File: src/apv_pkg.sv
// Constants for the pin widget verb responder
package apv_pkg;
    // Verb codes: 4-bit verbs sit in cmd bits 19:16, 12-bit verbs in bits 19:08
    localparam logic [3:0] VERB4_AMP_SET = 4'h3;
    localparam logic [3:0] VERB4_AMP_GET = 4'hB;
    localparam logic [11:0] VERB_PARAM_GET = 12'hF00;
    localparam logic [11:0] VERB_SEL_SET = 12'h701;
    localparam logic [11:0] VERB_SEL_GET = 12'hF01;
    localparam logic [11:0] VERB_LIST_GET = 12'hF02;
    localparam logic [11:0] VERB_PWR_SET = 12'h705;
    localparam logic [11:0] VERB_PWR_GET = 12'hF05;

    // Parameter identifiers
    localparam logic [7:0] PARAM_WIDGET_CAPS = 8'h09;
    localparam logic [7:0] PARAM_PIN_CAPS = 8'h0C;
    localparam logic [7:0] PARAM_LIST_LEN = 8'h0E;
    localparam logic [7:0] PARAM_POWER_STATES = 8'h0F;
    localparam logic [7:0] PARAM_OUT_AMP_CAPS = 8'h12;

    // Amp set payload fields
    localparam int AMP_OUT_SEL_BIT = 15;
    localparam int AMP_IN_SEL_BIT = 14;
    localparam int AMP_LEFT_SEL_BIT = 13;
    localparam int AMP_RIGHT_SEL_BIT = 12;
    localparam int AMP_INDEX_LSB = 8;
    localparam int AMP_MUTE_BIT = 7;
    localparam logic AMP_MUTE_RESET = 1'b1;

    // Fixed parameter words
    localparam logic [3:0] WIDGET_TYPE_PIN = 4'h4;
    localparam logic [2:0] CHAN_COUNT_EXT = 3'b011;
    localparam logic [31:0] WIDGET_CAPS_WORD = {8'h00, WIDGET_TYPE_PIN, 4'h0,
        CHAN_COUNT_EXT, 13'b0_0111_1000_1101};
    localparam logic [31:0] PIN_CAPS_WORD = 32'h0900_0094;
    localparam logic [31:0] LIST_LEN_WORD = 32'h0000_0003;
    localparam logic [31:0] OUT_AMP_CAPS_WORD = 32'h8000_0000;
    localparam logic [31:0] POWER_STATES_WORD = 32'h8000_0009;
    localparam logic [31:0] LIST_ENTRY_WORD = 32'h0004_0302;

    // Selector and power state
    localparam logic [7:0] INPUT_SELECT_RESET = 8'h00;
    localparam logic [1:0] PWR_D0 = 2'b00;
    localparam logic [1:0] PWR_D3 = 2'b11;
    localparam logic [1:0] PWR_RESET = 2'b11;
    localparam int PWR_ACTUAL_LSB = 4;

    // Internal settling time of a power transition
    localparam int CLK_PERIOD_NS = 100;
    localparam int PWR_SETTLE_NS = 1000;
    localparam int PWR_SETTLE_CYCLES = (PWR_SETTLE_NS + CLK_PERIOD_NS - 1) / CLK_PERIOD_NS;
endpackage : apv_pkg

File: src/apv_pin_widget.sv
// Verb responder for the digital display audio pin complex widget
//
// Notes on behaviour
// - Amp set payload: output select 15, input select 14, left 13, right 12, index 11:8, mute 7.
// - Amp get answers a 32-bit word with only the mute flag at bit 7, muted after reset.
// - Parameter read picks widget caps 09h, pin caps 0Ch, list length 0Eh, power 0Fh, amp 12h.
// - Widget caps report type 4h in bits 23:20, no delay, and extension 011 with stereo.
// - Widget caps set power control, digital, connection list and unsolicited bits 10 to 7.
// - Widget caps set bits 3 and 2 and clear protection, swap, processing, stripe, format, in amp.
// - Pin caps set bits 27, 24 and 7 and clear the multi-stream bit 25.
// - Pin caps set output capable bit 4 and presence detect bit 2; only bits 27, 24 and 7 are set besides.
// - List length word is short form with length 03h in bits 6:0, upper bits zero.
// - Output amp caps set only the mute capable bit 31.
// - Power states word sets bits 31, 3 and 0 and clears the D2 and D1 bits.
// - An 8-bit input selector, reset 00h, is written by the set verb and read by the get verb.
// - List entry read returns converters 4, 3 and 2 in bytes 2, 1 and 0, byte 3 zero.
// - Power read returns actual state in bits 5:4 and requested in bits 1:0, both reset 11.
// - Power read always returns settings reset, clock stop and error bits 10 to 8 as zero.
`timescale 1ns/100ps
module apv_pin_widget #(
    parameter int SETTLE_CYCLES = apv_pkg::PWR_SETTLE_CYCLES
) (
    // Clock and reset
    input wire logic clk_sys,
    input wire logic rst_b,
    // Verb in
    input wire logic cmd_valid,
    input wire logic [19:0] cmd_data,
    // Response out
    output logic resp_valid,
    output logic [31:0] resp_data,
    // Widget state
    output logic mute_left,
    output logic mute_right,
    output logic [7:0] input_select_value,
    output logic [1:0] requested_power,
    output logic [1:0] actual_power
);
    localparam int CW = $clog2(SETTLE_CYCLES + 1);

    // A zero wait would never let the actual state follow a request
    if (SETTLE_CYCLES < 1) begin : g_bad_settle
        $error("SETTLE_CYCLES must be at least 1");
    end

    // Verb decode
    wire logic [3:0] verb4 = cmd_data[19:16];
    wire logic [11:0] verb12 = cmd_data[19:8];
    wire logic [7:0] payload8 = cmd_data[7:0];
    wire logic [15:0] payload16 = cmd_data[15:0];
    wire logic is_amp_set = cmd_valid && (verb4 == apv_pkg::VERB4_AMP_SET);
    wire logic is_amp_get = cmd_valid && (verb4 == apv_pkg::VERB4_AMP_GET);
    wire logic is_long = cmd_valid && !is_amp_set && !is_amp_get;
    wire logic is_param = is_long && (verb12 == apv_pkg::VERB_PARAM_GET);
    wire logic is_sel_set = is_long && (verb12 == apv_pkg::VERB_SEL_SET);
    wire logic is_sel_get = is_long && (verb12 == apv_pkg::VERB_SEL_GET);
    wire logic is_list_get = is_long && (verb12 == apv_pkg::VERB_LIST_GET);
    wire logic is_pwr_set = is_long && (verb12 == apv_pkg::VERB_PWR_SET);
    wire logic is_pwr_get = is_long && (verb12 == apv_pkg::VERB_PWR_GET);

    // Amp set fields; the pin has only an output amp at index 0
    wire logic amp_out_sel = payload16[apv_pkg::AMP_OUT_SEL_BIT];
    wire logic amp_in_sel = payload16[apv_pkg::AMP_IN_SEL_BIT];
    wire logic amp_left_sel = payload16[apv_pkg::AMP_LEFT_SEL_BIT];
    wire logic amp_right_sel = payload16[apv_pkg::AMP_RIGHT_SEL_BIT];
    wire logic [3:0] amp_index = payload16[apv_pkg::AMP_INDEX_LSB +: 4];
    wire logic amp_mute = payload16[apv_pkg::AMP_MUTE_BIT];
    // Input amp selects are dropped: no input amp exists to change
    wire logic amp_hit = is_amp_set && amp_out_sel && (amp_index == 4'h0);
    wire logic next_mute_left = (amp_hit && amp_left_sel) ? amp_mute : mute_left;
    wire logic next_mute_right = (amp_hit && amp_right_sel) ? amp_mute : mute_right;
    wire logic unused_in_sel = amp_in_sel;

    // Amp get: bit 13 picks left, otherwise right
    wire logic amp_get_mute = amp_left_sel ? mute_left : mute_right;
    wire logic [31:0] amp_word = {24'h00_0000, amp_get_mute, 7'h00};

    // Parameter words are constants
    wire logic [31:0] param_word =
        (payload8 == apv_pkg::PARAM_WIDGET_CAPS) ?
            apv_pkg::WIDGET_CAPS_WORD :
        (payload8 == apv_pkg::PARAM_PIN_CAPS) ? apv_pkg::PIN_CAPS_WORD :
        (payload8 == apv_pkg::PARAM_LIST_LEN) ? apv_pkg::LIST_LEN_WORD :
        (payload8 == apv_pkg::PARAM_POWER_STATES) ? apv_pkg::POWER_STATES_WORD :
        (payload8 == apv_pkg::PARAM_OUT_AMP_CAPS) ? apv_pkg::OUT_AMP_CAPS_WORD :
        32'h0000_0000;

    // Power state handling
    wire logic [1:0] req_state = payload8[1:0];
    wire logic req_ok = (req_state == apv_pkg::PWR_D0) || (req_state == apv_pkg::PWR_D3);
    wire logic pwr_accept = is_pwr_set && req_ok;
    wire logic [31:0] pwr_word = {21'h00_0000, 3'b000, 2'b00, actual_power, 2'b00,
        requested_power};

    // Settling counter: zero means idle
    logic [CW-1:0] settle_count;
    wire logic settle_done = (settle_count == CW'(1));
    wire logic [CW-1:0] next_settle_count =
        pwr_accept ? CW'(SETTLE_CYCLES) :
        (settle_count != '0) ? settle_count - CW'(1) : '0;
    // A request landing on the done cycle restarts the wait, so actual tracks the newest one
    wire logic [1:0] next_actual = (settle_done && !pwr_accept) ? requested_power : actual_power;

    wire logic [31:0] next_resp =
        is_amp_get ? amp_word :
        is_param ? param_word :
        is_sel_get ? {24'h00_0000, input_select_value} :
        is_list_get ? apv_pkg::LIST_ENTRY_WORD :
        is_pwr_get ? pwr_word :
        32'h0000_0000;

    always_ff @(posedge clk_sys) begin
        if (!rst_b) begin
            resp_valid <= 1'b0;
            resp_data <= 32'h0000_0000;
        end else begin
            resp_valid <= cmd_valid;
            resp_data <= next_resp;
        end
    end

    always_ff @(posedge clk_sys) begin
        if (!rst_b) begin
            mute_left <= apv_pkg::AMP_MUTE_RESET;
            mute_right <= apv_pkg::AMP_MUTE_RESET;
            input_select_value <= apv_pkg::INPUT_SELECT_RESET;
        end else begin
            mute_left <= next_mute_left;
            mute_right <= next_mute_right;
            if (is_sel_set) begin
                input_select_value <= payload8;
            end
        end
    end

    always_ff @(posedge clk_sys) begin
        if (!rst_b) begin
            requested_power <= apv_pkg::PWR_RESET;
            actual_power <= apv_pkg::PWR_RESET;
            settle_count <= '0;
        end else begin
            if (pwr_accept) begin
                requested_power <= req_state;
            end
            actual_power <= next_actual;
            settle_count <= next_settle_count;
        end
    end
endmodule : apv_pin_widget

File: config.mk
export PLATFORM = sky130hd
export DESIGN_NAME = apv_pin_widget
export DESIGN_NICKNAME = d
export VERILOG_FILES = /design/src/apv_pkg.sv /design/src/apv_pin_widget.sv
export SDC_FILE = /design/constraint.sdc
export NUM_CORES = 1
export LEC_CHECK = 0
export BUFFER_PORTS_ARGS = -buffer_cell sky130_fd_sc_hd__buf_2
export CAP_MARGIN = 20
export CORE_ASPECT_RATIO = 0.5
export CORE_UTILIZATION = 51
export CTS_CLUSTER_DIAMETER = 200
export DETAILED_ROUTE_END_ITERATION = 8
export PLACE_DENSITY = 0.83
export SKIP_CTS_REPAIR_TIMING = 1
export SLEW_MARGIN = 40
export SYNTH_ARGS = -nofsm -noshare
export SYNTH_HDL_FRONTEND = slang
export SYNTH_SLANG_ARGS = --single-unit
export TNS_END_PERCENT = 30
File: constraint.sdc
create_clock -name clk_sys -period 2.4 [get_ports clk_sys]
set_clock_uncertainty 0.05 [all_clocks]
set_input_delay 0.48 -clock clk_sys [delete_from_list [all_inputs] [get_ports clk_sys]]
set_output_delay 0.48 -clock clk_sys [all_outputs]
set_load 0.02 [all_outputs]
==> flow_results.org <==
** CTS
- In this run the deepest clock path goes through 2 buffers.
- TritonCTS built the clock tree.
- In this run the number of H-tree levels came out at 2.
- The tree is rooted in a clkbuf_8.
- Clock transition at the registers of the reported paths :: 0.07 ns
- Worst-Skew Late Latency :: 0.29 ns
- Number of sinks handled by clock tree synthesis :: 33
- Clock tree synthesis inserted a total of 5 buffers.

** Global routing
- The first global-routing pass estimated just under 6 mm of wire.
- Number of antenna violations at the first check in global routing :: 0
- Total track usage :: 21.6%
- Summed over all layers, the global routing overflow is 0.
- Entering global routing, the biggest net connects 22 pins.
- Vias in the first global route :: 1,218

** Routing
- Wire length reported by the detailed router :: 3.66 mm
- Detailed-route vias per instance :: 5.32
- Post-route antenna net violation count :: 0
- Drt first pass iters :: 7
- Number of DRC violations after detailed-routing iteration 0 :: 69
- In the routed design, unresolved DRC markers number 3.
- After detailed routing, the average wire length per cell comes to ~14 um.
- Total number of vias :: 1,436

** Power
- Sequential cells burn 49.0% of the power.
- Proportion of total power due to net switching :: 24.6%
- After layout, the design draws a total of around 1.1 mW.
- Per report_power, the combinational group accounts for ~9.7% of the total.
- Cell Int Power :: 0.845 mW
- Per report_power, the clock group accounts for 41.3% of the total.
- Largest vdd supply drop :: around 0.00026 V
- P_leak :: slightly above 1 nW
- Power spread over the standard cell area amounts to around 550 nW/um^2.
- Summed over all nets, the switching power comes to 0.275 mW.

** Setup path
- Of all nets on the critical path, the largest fanout is 8.
- The worst setup path is of the input port to flop kind.
- The worst setup path is launched from an input port.
- STA classifies the critical path endpoint as a flop.
- Cells along the critical path :: buf_2 > inv_1 > ha_1 > nor4b_2 > nand4_4 > and3_4 > o211ai_2
- STA puts the critical path data required time at between 2 and 3 ns.
- The slowest stage of the critical path is the nor4b_2 cell.
- Number of cell instances on the worst register-to-register path :: 3
- Critical path arrival :: approximately 1.9 ns
- The largest single stage delay on the critical path is 0.34 ns.

** Synthesis
- Commonest cells in the synthesized netlist :: 33 x dfxtp_1, 19 x buf_4, 14 x mux2i_1
- Synthesized instance count :: ~180
- Mapped Avg Cell Area :: 9.83 sq um
- Counting distinct cell types in the post-synthesis netlist gives 45.
- EDFF count, synth :: 0
- In this run, synthesis produced a sequential element count of 33.
- In this run the cell area of the synthesized design comes to 1730 sq um.
- Top_reg_cell synth :: dfxtp_1
- Async set-or-reset flop fraction in the synthesized netlist :: 0%
- Most frequently used cell type in the post-synthesis netlist :: dfxtp_1
- Top cells by area, synth :: dfxtp_1 38%, buf_4 8.2%, mux2i_1 8.1%, nor2b_1 4.0%, ha_1 2.9%
- Yosys printed 0 warnings.
- Cell type with the highest aggregate area in the netlist :: dfxtp_1
- After synthesis, the largest area contributor takes up 38.2% of total cell area.
- Proportion of synthesized chip area in sequential cells :: between 30% and 40%

** STA
- The number of pins with negative max-slew slack in the final report came to 0.
- Achievable Freq :: 574 MHz
- Setup violations remaining at the end of the flow were counted as 0.
- The final count of hold timing violations was 0.
- In the final timing run, aggregate negative setup slack is 0 ns.
- The final critical path takes up 72.6% of the cycle.
- Final-layout worst hold slack :: 0.384 ns
- Setup repair after global routing left no endpoint under its margin.
- Final critical delay including setup and external delays :: 1.74 ns

** Floorplanning
- Floorplan die height :: 43.2 um
- Initial core utilization :: 55.5%
- Core Rows :: 14
- Number of ports placed on the die boundary :: 70
- The die covers around 3600 sq um.
- After floorplanning, the core was sized to cover 3120 sq um.
- Measured along the x axis, the die boundary spans 84.4 um.

** Final layout
- The number of antenna diodes in the final layout is 0.
- Sequential Area :: 661 sq um
- Filler cell count :: 253
- Multi-input logic area :: ~940 sq um
- For this run, the post-layout net count is ~260.
- Cells with a size suffix above 1 make up about a third of the layout.
- From synthesis to final layout, the design area changed by 18.4%.

** Run status
- The checks that failed: DRC.
- The flow ran to the end, but the final reports show violations.

** Placed design
- Detailed placement HPWL :: 2.84 mm
- The count of buffers added on input and output ports is 55.
- Final weighted congestion in routability-driven placement :: 0.819

** Min path
- Number of cells on the worst hold path :: 2
- The tightest min-delay check is of the input port to flop type.

** Flow run
- Across the run, the number of max-cap violations was 0.
==> power groups by stage <==
stage | Combinational [mW] | Sequential, mW | Clock (mW)
2_1_floorplan | 0.0826 | 0.563 | 0
3_3_place_gp | 0.105 | 0.561 | 0
3_5_place_dp | 0.108 | 0.561 | 0
4_1_cts | 0.108 | 0.549 | 0.466
5_1_grt | 0.118 | 0.548 | 0.490
6_report | 0.109 | 0.549 | 0.462
==> final cells by class <==
cell class                      count  area share [%]
Clock inverter                      1           0.244
Tap cell                           40            2.44
Clock buffer                        7            4.70
Sequential cell                    33            32.3
Timing Repair Buffer               56            13.8
Inverter                            4           0.733
Multi-Input combinational cell    129            45.8
==> metal layers <==
metal  track usage [%]  up-vias  share of wire (%)  routed length, um
li1                  -      699                  -                  -
met1              28.7      663                 45               1660
met2              32.8       69                 46               1670
met3              6.61        5                7.7                281
met4              9.15        0                1.1                 42
met5                 0        -                  0                  0
==> final timing paths <==
check	from	end	slack [ns]
worst max-delay path	cmd_data[0]	actual_power[0]$_SDFFE_PN1P_	0.66
worst min-delay path	cmd_valid	resp_valid$_SDFF_PN0_	0.38
worst max register to register	settle_count[1]$_SDFF_PN0_	actual_power[0]$_SDFFE_PN1P_	1.11
worst min register to register	input_select_value[2]$_SDFFE_PN0P_	resp_data[2]$_SDFF_PP0_	0.42
==> flip-flops by register name, summed over array words and instances (netlist names) <==
signal and flops:
settle_count 4, input_select_value 8, resp_data 14, mute_right 1, requested_power 2, mute_left 1, actual_power 2, resp_valid 1
==> worst max-delay path: cells and delay by family <==
family          cells  cell delay (ns)
buf+inv             2             0.20
simple gates        3             0.81
fa+ha+maj           1             0.30
compound gates      1             0.12
==> cell families after synthesis <==
| logic type | after synthesis | share of synthesized area (%) |
|---|---|---|
| other | 1 | 0.217 |
| flip-flops | 33 | 38.2 |
| buffers and inverters | 27 | 10.4 |
| AND/OR/NAND/NOR | 76 | 31.3 |
| AO/OA/AOI/OAI | 19 | 7.59 |
| adder cells (fa/ha/maj) | 4 | 2.89 |
| multiplexers | 16 | 9.40 |
==> layout by cell type, fill, tap and decap left out, types with 6 or more instances in the layout <==
cell | synthesis | routed
conb_1 | 1 | 14
nor2b_1 | 11 | 11
nor3_1 | 7 | 7
nand2_1 | 12 | 12
a21oi_1 | 6 | 6
clkbuf_8 | 0 | 7
nor2_1 | 8 | 8
mux2i_1 | 14 | 14
buf_2 | 0 | 55
dfxtp_1 | 33 | 33
nand4_1 | 6 | 6
==> per-stage QoR <==
stage	cells	cell area (sq um)	utilization (%)	worst slack, ns
after floorplan	189	1780	-	0.648
after global placement	262	1950	62.4	0.447
after detailed placement	262	1950	62.4	0.361
after CTS	270	2050	65.7	0.655
after global routing	270	2050	65.7	0.566
final	270	2050	65.7	0.658
Note: power is estimated with default switching activity, not from simulation.
